[config.mk]
export PLATFORM = sky130hd
export DESIGN_NAME = cam_top
export DESIGN_NICKNAME = d
export VERILOG_FILES = /design/src/pkg/cam_pkg.sv /design/src/rtl/cam_word_cell.sv /design/src/rtl/cam_half_encoder.sv /design/src/rtl/cam_top.sv
export VERILOG_INCLUDE_DIRS = /design/src /design/src/pkg
export SDC_FILE = /design/constraint.sdc
export NUM_CORES = 2
export LEC_CHECK = 0
export ABC_AREA = 1
export BUFFER_PORTS_ARGS = -buffer_cell sky130_fd_sc_hd__buf_4
export CORE_MARGIN = 3
export CORE_UTILIZATION = 60
export DETAILED_ROUTE_END_ITERATION = 7
export PLACE_DENSITY_LB_ADDON = 0.25
export SLEW_MARGIN = 20
export SYNTH_ARGS = -nofsm -noshare
export SYNTH_HDL_FRONTEND = slang
export SYNTH_SLANG_ARGS = --single-unit
[constraint.sdc]
create_clock -name ref_clk_in -period 3 [get_ports ref_clk_in]
set_input_delay 0.3 -clock ref_clk_in [delete_from_list [all_inputs] [get_ports ref_clk_in]]
set_output_delay 0.3 -clock ref_clk_in [all_outputs]
set_load 0.02 [all_outputs]
[src/pkg/cam_regs.svh]
// register map, field positions, reset values and sizes of the cam block
`ifndef CAM_REGS_SVH
`define CAM_REGS_SVH

// geometry
`define CAM_WORDS 32
`define CAM_WIDTH 32
`define CAM_SET 16
`define CAM_AW 5
`define CAM_SW 4
`define CAM_PAW 12

// byte offsets on the apb bus
`define CAM_OFF_CTRL 12'h000
`define CAM_OFF_STATUS 12'h004
`define CAM_OFF_LD_ADDR 12'h008
`define CAM_OFF_LD_DATA 12'h00c
`define CAM_OFF_LD_CARE 12'h010
`define CAM_OFF_LD_GO 12'h014

// control fields
`define CAM_CTRL_MODE_LSB 0
`define CAM_CTRL_MODE_MSB 1
`define CAM_CTRL_UNENC 2
`define CAM_CTRL_WIDE 3
`define CAM_CTRL_RST 2'h0
`define CAM_GO_BIT 0

// status fields
`define CAM_ST_FLAG 0
`define CAM_ST_WBUSY 1
`define CAM_ST_PEND 2
`define CAM_ST_LDPEND 3
`define CAM_ST_ADDR_LSB 8
`define CAM_ST_ADDR_MSB 12

// compare masks and the bank select bit of the key
`define CAM_KEY_BANK 31
`define CAM_MASK_ENC 32'hffff_ffff
`define CAM_MASK_UNENC 32'h7fff_ffff
`define CAM_CARE_ALL 32'hffff_ffff
`define CAM_ZERO32 32'h0000_0000
`define CAM_ZERO16 16'h0000
`define CAM_ZERO5 5'h00

`endif

[src/pkg/cam_pkg.sv]
// types shared by the cam block
package cam_pkg;

    // output modes
    typedef enum logic [1:0] {
        CAM_SINGLE = 2'b00,
        CAM_MULTI = 2'b01,
        CAM_FAST = 2'b10,
        CAM_RSVD = 2'b11
    } cam_mode_t;

    // write sequence states
    typedef enum logic [1:0] {
        CAM_WS_IDLE = 2'b00,
        CAM_WS_LATCH = 2'b01,
        CAM_WS_COMMIT = 2'b10,
        CAM_WS_MASK = 2'b11
    } cam_wstate_t;

endpackage : cam_pkg

[src/rtl/cam_word_cell.sv]
// one stored word with its care mask and its compare against the key
`include "cam_regs.svh"

module cam_word_cell (
    input wire logic ref_clk_in,
    input wire logic rst_b_in,
    input wire logic we_in,
    input wire logic [`CAM_WIDTH-1:0] word_in,
    input wire logic [`CAM_WIDTH-1:0] care_in,
    input wire logic [`CAM_WIDTH-1:0] key_in,
    input wire logic [`CAM_WIDTH-1:0] cmp_in,
    output logic hit_out
);

    logic [`CAM_WIDTH-1:0] word_q;
    logic [`CAM_WIDTH-1:0] care_q;

    // storage, word and mask written together
    always_ff @(posedge ref_clk_in or negedge rst_b_in)
    begin
        if (!rst_b_in)
        begin
            word_q <= `CAM_ZERO32;
            care_q <= `CAM_CARE_ALL;
        end
        else if (we_in)
        begin
            word_q <= word_in;
            care_q <= care_in;
        end
    end

    // don't-care bits and unused key bits drop out of the compare
    assign hit_out = ((word_q ^ key_in) & care_q & cmp_in) == `CAM_ZERO32;

endmodule : cam_word_cell

[src/rtl/cam_half_encoder.sv]
// lowest-index encoder over one set of sixteen match lines
`include "cam_regs.svh"

module cam_half_encoder (
    input wire logic [`CAM_SET-1:0] lines_in,
    output logic found_out,
    output logic [`CAM_SW-1:0] index_out
);

    // scan downward so the lowest hit is the last one kept
    always_comb
    begin
        index_out = '0;
        for (int i = `CAM_SET - 1; i >= 0; i--)
        begin
            if (lines_in[i])
            begin
                index_out = 4'(i);
            end
        end
    end

    assign found_out = |lines_in;

endmodule : cam_half_encoder

[src/rtl/cam_top.sv]
// 32 x 32 content-addressable memory with apb control and search port
//
// Operation
// - compare the key against all words in parallel, location out next cycle
// - match flag high when a word of the reported set matches, low when none does
// - thirty-two stored words of thirty-two bits, all searchable
// - words preloaded over the bus or written at run time
// - a normal write lasts two cycles with data and location held
// - any stored bit may be don't-care and is then left out of compare
// - a third write cycle with inverted bits marks those bits don't-care
// - single, multiple and fast multiple modes, encoded or unencoded output
// - unencoded output gives one line per word, high where it matches
// - single-match mode returns its result in one cycle
// - multiple-match mode returns two sets of sixteen over two cycles
// - fast multiple-match returns only the first sixteen in one cycle
// - unencoded compare uses 31 key bits, in single-match mode the top bit selects the bank
// - bank select one shows words 0..15, zero shows words 16..31
// - single-match encoded address comes through a mux steered by the set match flags
// - in a cascade the first set comes out first, the second next cycle
// - widening ands unencoded lines bit by bit, never encoded outputs
`include "cam_regs.svh"

module cam_top (
    input wire logic ref_clk_in,
    input wire logic rst_b_in,
    // apb slave
    input wire logic psel_in,
    input wire logic penable_in,
    input wire logic pwrite_in,
    input wire logic [`CAM_PAW-1:0] paddr_in,
    input wire logic [31:0] pwdata_in,
    output logic pready_out,
    output logic [31:0] prdata_out,
    output logic pslverr_out,
    // run-time write port
    input wire logic wr_en_in,
    input wire logic [`CAM_AW-1:0] wr_addr_in,
    input wire logic [`CAM_WIDTH-1:0] wr_data_in,
    // search port
    input wire logic search_en_in,
    input wire logic [`CAM_WIDTH-1:0] search_key_in,
    input wire logic [`CAM_SET-1:0] wide_lines_in,
    output logic search_ready_out,
    output logic result_valid_out,
    output logic match_flag_out,
    output logic [`CAM_AW-1:0] match_addr_out,
    output logic [`CAM_SET-1:0] match_lines_out,
    output logic match_bank_out
);

    // address compare used by every register access
    function automatic logic cam_is_reg(input logic [`CAM_PAW-1:0] a, input logic [`CAM_PAW-1:0] off);
        cam_is_reg = (a == off);
    endfunction : cam_is_reg

    // control registers
    logic [1:0] mode_q;
    logic unenc_q;
    logic wide_q;
    logic [`CAM_AW-1:0] ld_addr_q;
    logic [`CAM_WIDTH-1:0] ld_data_q;
    logic [`CAM_WIDTH-1:0] ld_care_q;
    logic ld_pend_q;
    logic pready_q;
    logic [31:0] prdata_q;
    logic pslverr_q;

    // write sequencer
    cam_pkg::cam_wstate_t ws_q;
    cam_pkg::cam_wstate_t ws_d;
    logic [`CAM_AW-1:0] wa_q;
    logic [`CAM_WIDTH-1:0] wd_q;

    // search result
    logic pend_q;
    logic [`CAM_WORDS-1:0] hits_q;
    logic valid_q;
    logic flag_q;
    logic [`CAM_AW-1:0] addr_q;
    logic [`CAM_SET-1:0] lines_q;
    logic bank_q;
    logic sready_q;

    // apb phase decode
    wire apb_setup = psel_in & ~penable_in;
    wire apb_wr = psel_in & penable_in & pready_q & pwrite_in;
    wire hit_ctrl = cam_is_reg(paddr_in, `CAM_OFF_CTRL);
    wire hit_status = cam_is_reg(paddr_in, `CAM_OFF_STATUS);
    wire hit_ld_addr = cam_is_reg(paddr_in, `CAM_OFF_LD_ADDR);
    wire hit_ld_data = cam_is_reg(paddr_in, `CAM_OFF_LD_DATA);
    wire hit_ld_care = cam_is_reg(paddr_in, `CAM_OFF_LD_CARE);
    wire hit_ld_go = cam_is_reg(paddr_in, `CAM_OFF_LD_GO);
    wire hit_any = hit_ctrl | hit_status | hit_ld_addr | hit_ld_data | hit_ld_care | hit_ld_go;

    // mode decode
    wire mode_multi = (mode_q == cam_pkg::CAM_MULTI);
    wire mode_fast = (mode_q == cam_pkg::CAM_FAST);
    wire mode_single = ~mode_multi & ~mode_fast;

    // write enables: run-time sequence beats a pending preload
    wire seq_commit = (ws_q == cam_pkg::CAM_WS_LATCH) & wr_en_in;
    wire seq_mask = (ws_q == cam_pkg::CAM_WS_COMMIT) & wr_en_in;
    wire we_seq = seq_commit | seq_mask;
    wire we_ld = ld_pend_q & ~we_seq;
    wire [`CAM_AW-1:0] we_idx = we_seq ? wa_q : ld_addr_q;
    wire [`CAM_WIDTH-1:0] we_word = we_seq ? wd_q : ld_data_q;
    // bits that flipped on the third cycle become don't-care
    wire [`CAM_WIDTH-1:0] seq_care = seq_mask ? ~(wr_data_in ^ wd_q) : `CAM_CARE_ALL;
    wire [`CAM_WIDTH-1:0] we_care = we_seq ? seq_care : ld_care_q;

    // unencoded compare leaves the bank bit out
    wire [`CAM_WIDTH-1:0] cmp_mask = unenc_q ? `CAM_MASK_UNENC : `CAM_MASK_ENC;

    // a search is taken only with no write and no second set owed
    wire take = search_en_in & ~wr_en_in & sready_q;

    // parallel compare of every stored word
    logic [`CAM_WORDS-1:0] live_hits;
    genvar g;
    generate
        for (g = 0; g < `CAM_WORDS; g++)
        begin : g_word
            cam_word_cell u_cell (
                .ref_clk_in(ref_clk_in),
                .rst_b_in(rst_b_in),
                .we_in((we_seq | we_ld) && (we_idx == 5'(g))),
                .word_in(we_word),
                .care_in(we_care),
                .key_in(search_key_in),
                .cmp_in(cmp_mask),
                .hit_out(live_hits[g])
            );
        end
    endgenerate

    // second set replays the stored hits
    wire [`CAM_WORDS-1:0] src_hits = pend_q ? hits_q : live_hits;
    wire [`CAM_SET-1:0] lo_lines = src_hits[`CAM_SET-1:0];
    wire [`CAM_SET-1:0] hi_lines = src_hits[`CAM_WORDS-1:`CAM_SET];

    // per-set encoders
    logic lo_found;
    logic hi_found;
    logic [`CAM_SW-1:0] lo_idx;
    logic [`CAM_SW-1:0] hi_idx;

    cam_half_encoder u_enc_lo (
        .lines_in(lo_lines),
        .found_out(lo_found),
        .index_out(lo_idx)
    );

    cam_half_encoder u_enc_hi (
        .lines_in(hi_lines),
        .found_out(hi_found),
        .index_out(hi_idx)
    );

    // bank: key bit one picks words 0..15, zero picks 16..31
    wire key_hi_bank = ~search_key_in[`CAM_KEY_BANK];
    // fast mode and the first multiple cycle show the low set only
    wire sel_hi = pend_q | (mode_single & unenc_q & key_hi_bank);
    wire [`CAM_SET-1:0] set_lines = sel_hi ? hi_lines : lo_lines;
    // widening ands our lines with the neighbour block's
    wire [`CAM_SET-1:0] out_lines = wide_q ? (set_lines & wide_lines_in) : set_lines;

    // encoded: set flags steer the address mux in single mode, sel_hi in the others
    wire enc_both = mode_single & ~unenc_q & ~pend_q;
    wire enc_flag = enc_both ? (lo_found | hi_found) : (sel_hi ? hi_found : lo_found);
    wire enc_use_hi = enc_both ? ~lo_found : sel_hi;
    wire [`CAM_AW-1:0] enc_addr = enc_use_hi ? {1'b1, hi_idx} : {1'b0, lo_idx};
    // flag follows whatever is reported
    wire res_flag = unenc_q ? (|out_lines) : enc_flag;
    // address forced to zero when nothing matched
    wire [`CAM_AW-1:0] res_addr = res_flag ? enc_addr : `CAM_ZERO5;

    // apb control register writes
    always_ff @(posedge ref_clk_in or negedge rst_b_in)
    begin
        if (!rst_b_in)
        begin
            mode_q <= `CAM_CTRL_RST;
            unenc_q <= 1'b0;
            wide_q <= 1'b0;
            ld_addr_q <= `CAM_ZERO5;
            ld_data_q <= `CAM_ZERO32;
            ld_care_q <= `CAM_CARE_ALL;
        end
        else if (apb_wr)
        begin
            if (hit_ctrl)
            begin
                mode_q <= pwdata_in[`CAM_CTRL_MODE_MSB:`CAM_CTRL_MODE_LSB];
                unenc_q <= pwdata_in[`CAM_CTRL_UNENC];
                wide_q <= pwdata_in[`CAM_CTRL_WIDE];
            end
            else if (hit_ld_addr)
            begin
                ld_addr_q <= pwdata_in[`CAM_AW-1:0];
            end
            else if (hit_ld_data)
            begin
                ld_data_q <= pwdata_in;
            end
            else if (hit_ld_care)
            begin
                ld_care_q <= pwdata_in;
            end
        end
    end

    // preload request: a new go wins over the clear
    always_ff @(posedge ref_clk_in or negedge rst_b_in)
    begin
        if (!rst_b_in)
        begin
            ld_pend_q <= 1'b0;
        end
        else if (apb_wr && hit_ld_go && pwdata_in[`CAM_GO_BIT])
        begin
            ld_pend_q <= 1'b1;
        end
        else if (we_ld)
        begin
            ld_pend_q <= 1'b0;
        end
    end

    // read data for the access phase
    logic [31:0] rd_mux;
    always_comb
    begin
        rd_mux = `CAM_ZERO32;
        if (hit_ctrl)
        begin
            rd_mux[`CAM_CTRL_MODE_MSB:`CAM_CTRL_MODE_LSB] = mode_q;
            rd_mux[`CAM_CTRL_UNENC] = unenc_q;
            rd_mux[`CAM_CTRL_WIDE] = wide_q;
        end
        else if (hit_status)
        begin
            rd_mux[`CAM_ST_FLAG] = flag_q;
            rd_mux[`CAM_ST_WBUSY] = (ws_q != cam_pkg::CAM_WS_IDLE);
            rd_mux[`CAM_ST_PEND] = pend_q;
            rd_mux[`CAM_ST_LDPEND] = ld_pend_q;
            rd_mux[`CAM_ST_ADDR_MSB:`CAM_ST_ADDR_LSB] = addr_q;
        end
        else if (hit_ld_addr)
        begin
            rd_mux[`CAM_AW-1:0] = ld_addr_q;
        end
        else if (hit_ld_data)
        begin
            rd_mux = ld_data_q;
        end
        else if (hit_ld_care)
        begin
            rd_mux = ld_care_q;
        end
    end

    // apb answer: ready in the first access cycle
    always_ff @(posedge ref_clk_in or negedge rst_b_in)
    begin
        if (!rst_b_in)
        begin
            pready_q <= 1'b0;
            prdata_q <= `CAM_ZERO32;
            pslverr_q <= 1'b0;
        end
        else
        begin
            pready_q <= apb_setup;
            prdata_q <= (apb_setup & ~pwrite_in) ? rd_mux : `CAM_ZERO32;
            pslverr_q <= apb_setup & ~hit_any;
        end
    end

    // write sequence: latch, commit, optional mask cycle
    always_comb
    begin
        ws_d = ws_q;
        case (ws_q)
            cam_pkg::CAM_WS_IDLE:
                if (wr_en_in)
                    ws_d = cam_pkg::CAM_WS_LATCH;
            cam_pkg::CAM_WS_LATCH:
                ws_d = wr_en_in ? cam_pkg::CAM_WS_COMMIT : cam_pkg::CAM_WS_IDLE;
            cam_pkg::CAM_WS_COMMIT:
                ws_d = wr_en_in ? cam_pkg::CAM_WS_MASK : cam_pkg::CAM_WS_IDLE;
            cam_pkg::CAM_WS_MASK:
                if (!wr_en_in)
                    ws_d = cam_pkg::CAM_WS_IDLE;
            default:
                ws_d = cam_pkg::CAM_WS_IDLE;
        endcase
    end

    // sequencer state and first-cycle capture of data and location
    always_ff @(posedge ref_clk_in or negedge rst_b_in)
    begin
        if (!rst_b_in)
        begin
            ws_q <= cam_pkg::CAM_WS_IDLE;
            wa_q <= `CAM_ZERO5;
            wd_q <= `CAM_ZERO32;
        end
        else
        begin
            ws_q <= ws_d;
            if ((ws_q == cam_pkg::CAM_WS_IDLE) && wr_en_in)
            begin
                wa_q <= wr_addr_in;
                wd_q <= wr_data_in;
            end
        end
    end

    // second set owed after a multiple-match search
    always_ff @(posedge ref_clk_in or negedge rst_b_in)
    begin
        if (!rst_b_in)
        begin
            pend_q <= 1'b0;
            hits_q <= `CAM_ZERO32;
        end
        else
        begin
            pend_q <= take & mode_multi;
            if (take)
            begin
                hits_q <= live_hits;
            end
        end
    end

    // registered result, one cycle after the key
    always_ff @(posedge ref_clk_in or negedge rst_b_in)
    begin
        if (!rst_b_in)
        begin
            valid_q <= 1'b0;
            flag_q <= 1'b0;
            addr_q <= `CAM_ZERO5;
            lines_q <= `CAM_ZERO16;
            bank_q <= 1'b0;
            sready_q <= 1'b0;
        end
        else
        begin
            valid_q <= take | pend_q;
            flag_q <= (take | pend_q) & res_flag;
            addr_q <= (take | pend_q) ? res_addr : `CAM_ZERO5;
            lines_q <= (take | pend_q) ? out_lines : `CAM_ZERO16;
            bank_q <= (take | pend_q) & (unenc_q ? sel_hi : enc_use_hi);
            sready_q <= ~(take & mode_multi);
        end
    end

    // outputs straight from flip-flops
    assign pready_out = pready_q;
    assign prdata_out = prdata_q;
    assign pslverr_out = pslverr_q;
    assign search_ready_out = sready_q;
    assign result_valid_out = valid_q;
    assign match_flag_out = flag_q;
    assign match_addr_out = addr_q;
    assign match_lines_out = lines_q;
    assign match_bank_out = bank_q;

endmodule : cam_top

==> impl_results.md <==
* Worst Hold Slack at between 0.06 and 0.07 ns
* I/O Buffers at just under 200
* PwrDens at between 600 and 700 nW/um2
* Dpl cell area at between 100000 and 150000 um2
* Final hold violation count at 0
* Post-layout util at 0.7111
* Core box area at between 150000 and 200000 um2
* Setup WS pre-CTS at -0.5432 ns
* M3 GR Usage at 0.09282
* CP Launch Type: register
* Gr ovfl total at 0
* Power Total at 81.33 mW
* Xor/xnor share of the synthesized area at 0.002759
* Largest family of logic cells by synthesized area: simple AND/OR/NAND/NOR gates
* Final WL at around 370000 um
* I/O pin count at between 150 and 200
* Failing checks: DRC
* Die height at roughly 420 um
* Final Cell Area at 122700 um2
* Initial Util at 0.6072
* Synth async-reset ratio at 1.000
* Setup total negative slack at 0 ns
* Met2 GRT Util at 0.6300
* Avg Cell Area, Syn at 7.927 um2
* Mux share of post-synthesis cell area at 0.004193
* Drt wl/cell at between 20 and 25 um
* Sink Count at roughly 2300
* Clk pin slew, worst setup/hold paths at approximately 0.060 ns
* Die area at around 180000 um2
* Largest net degree at the start of global routing at roughly 160
* CTS tree: yes
* Worst-path fanout max at 37
* Number of antenna violations at the first check in global routing at 9
* Yosys reg bits at 2253
* Routed Antenna Nets at 0
* Worst Hold Class: primary input to register
* Run status: finished, violations left
* Worst path arrival time at ~3.7 ns
* Post-DP HPWL at between 200000 and 250000 um
* Crit Path Category: register to register
* Final worst-path cycle share at 0.9720
* Rel. slew slack at 0.1955
* Maximum operating frequency at 0.3430 GHz
* Vias at ~96000
* Adder-cell share of the synthesized area at 0.0001195
* Fin cells at approximately 16000
* Share of cells above drive strength 1 at 0.1919
* Iteration-0 DRC Markers at roughly 12000
* Final setup fails at 0
* FP Rows at between 150 and 200
* Yosys warns at 0
* Placed Cells at about 16000
* Fin crit period at 2.916 ns
* Worst skew pair latency at approximately 0.9 ns
* VDD IR max at ~0.00056 V
* CTS buffer count at 226
* H-tree depth at 4
* Count of unique library cells instantiated by Yosys at 53
* P&R area growth vs syn at 17.10%
* Top_reg_cell synth: dfrtp_1
* GRT Util Overall at 0.4104
* Most crowded layer after global routing: met2
* Global Route met1 Usage at 0.5384
* Setup ws final at between 0.08 and 0.09 ns
* Compound-Gate Fraction of Synth Area at 0.1137
* Worst-Margin Slew at roughly 1.2 ns
* Die Wd at approximately 420 um
* First-pass GRT wire length at between 500000 and 600000 um
* CTS max path bufs at 3
* Crit. End Element: register
* Fillcell total at 13082
* WP data required at approximately 3.8 ns
* Post-Synthesis Cells at ~13000
* Simple-gate share of the synthesized area at 0.2512
* Mapped Area at between 100000 and 150000 um2
* Root Driver: clkbuf_16
* Clock skew at roughly 0.024 ns
* Nets at between 10000 and 15000
* Routed vias/inst at between 5 and 6
* Initial DRT Pass Iterations at 8
* GPL Wtd Cong at ~0.97
* P_leak at 56.12 nW
* FF-to-FF setup slack at 0.08 ns
* Post-synth EDFFs at 0
* Sequential fraction of the synthesis area at 0.5509
* Number of max-cap violations at 0
* Number of global-route vias before repair at ~94000
* DRC viols at 5
* Final max-slew violation count at 0
* Syn Nets at 13351
flip-flops by register name, indices dropped and copies added (netlist names), 2 cells and up:
signal,cells
match_lines_out,16
g_word.u_cell.care_q,1024
wd_q,32
prdata_out,32
ws_q,2
ld_care_q,32
mode_q,2
wa_q,5
ld_data_q,32
hits_q,32
g_word.u_cell.word_q,1024
ld_addr_q,5
match_addr_out,5
cell families after synthesis:
| logic type | Yosys count |
|---|---|
| AO/OA/AOI/OAI | 2356 |
| XOR/XNOR | 33 |
| adder cells (fa/ha/maj) | 1 |
| buffers and inverters | 1991 |
| flip-flops | 2253 |
| multiplexers | 38 |
| AND/OR/NAND/NOR | 6542 |
cell type report:
class	count	area, um2	share of cell area
clock buffer	364	6947	0.05663
tap	2310	2890	0.02356
sequential	2253	57700	0.4704
timing repair buffer	1023	10390	0.08467
clock inverter	66	738.2	0.006018
multi-input combinational	8970	39800	0.3245
antenna	6	15.01	0.0001224
inverter	1111	4183	0.03410
cell usage in the layout, fill, tap and decap left out, drive strengths merged, types with 17 or more instances in the layout:
| master | n |
|---|---|
| nand2 | 5007 |
| o21ai | 2152 |
| dfrtp | 1197 |
| inv | 1114 |
| dfstp | 1056 |
| buf | 928 |
| nand3 | 894 |
| nor2 | 465 |
| clkbuf | 366 |
| a21oi | 167 |
| dlygate4sd3 | 93 |
| nand4 | 91 |
| nor3 | 55 |
| clkinv | 52 |
| mux2 | 37 |
| xor2 | 33 |
| or2 | 17 |
worst max-delay path, cell delays in order (launching register included):
cell and delay (ns):
dfrtp_1 0.38, inv_1 0.09, nand2_1 0.10, nor2_4 0.13
a21oi_4 0.06, buf_4 0.21, or2_0 0.23, o21ai_2 0.18
inv_1 0.13, nor2_1 0.13, inv_2 0.07, nor2_1 0.14
inv_2 0.08, nor2_4 0.15, buf_4 0.44, nand2_1 0.14
o21ai_0 0.11
where the power goes:
group | internal [mW] | switching (mW)
combinational | 5.28 | 9.95
clock | 16.6 | 12.5
sequential | 34.9 | 2.08
total | 56.8 | 24.5
repair_timing:
item | 4_1_cts | 5_1_grt
pin swaps | 3 | 38
hold buffers | 94 | 0
gates resized for setup | 12 | 115
endpoints found under the setup margin | 9 | 241
endpoints found under the hold margin | 866 | 0
gates cloned | 0 | 2
setup buffers | 4 | 22
final timing paths:
check / startpoint / endpoint / cells after the start
min in group asynchronous: rst_b_in / g_word[6].u_cell.word_q[4] / 3
max reg2reg: ws_q[0] / g_word[11].u_cell.word_q[23] / 16
max in group asynchronous: rst_b_in / g_word[21].u_cell.care_q[24] / 4
min: wide_lines_in[8] / match_lines_out[8] / 6
max: ws_q[0] / g_word[11].u_cell.word_q[23] / 16
min reg2reg: g_word[25].u_cell.care_q[29] / g_word[25].u_cell.care_q[29] / 2
metal layers:
layer	wire length [um]	share of wire
met2	164600	0.44
met5	49	0.00013
met1	137800	0.37
met4	26000	0.070
met3	42580	0.11
Yosys cell counts, drive strengths merged, types with 8 or more instances:
master | number | area [um2]
inv | 1108 | 4162
o21ai | 2152 | 10790
nand4 | 91 | 569.3
nor3 | 55 | 275.3
buf | 418 | 2180
nand2 | 5007 | 18800
a21oi | 167 | 850.8
nand3 | 894 | 4474
o22ai | 9 | 56.30
dfrtp | 1197 | 29950
clkbuf | 462 | 1739
nor2 | 465 | 1987
dfstp | 1056 | 27750
mux2 | 37 | 416.7
xor2 | 33 | 289.0
o211ai | 8 | 60.06
or2 | 17 | 106.4
(Power assumes the default switching activity.)
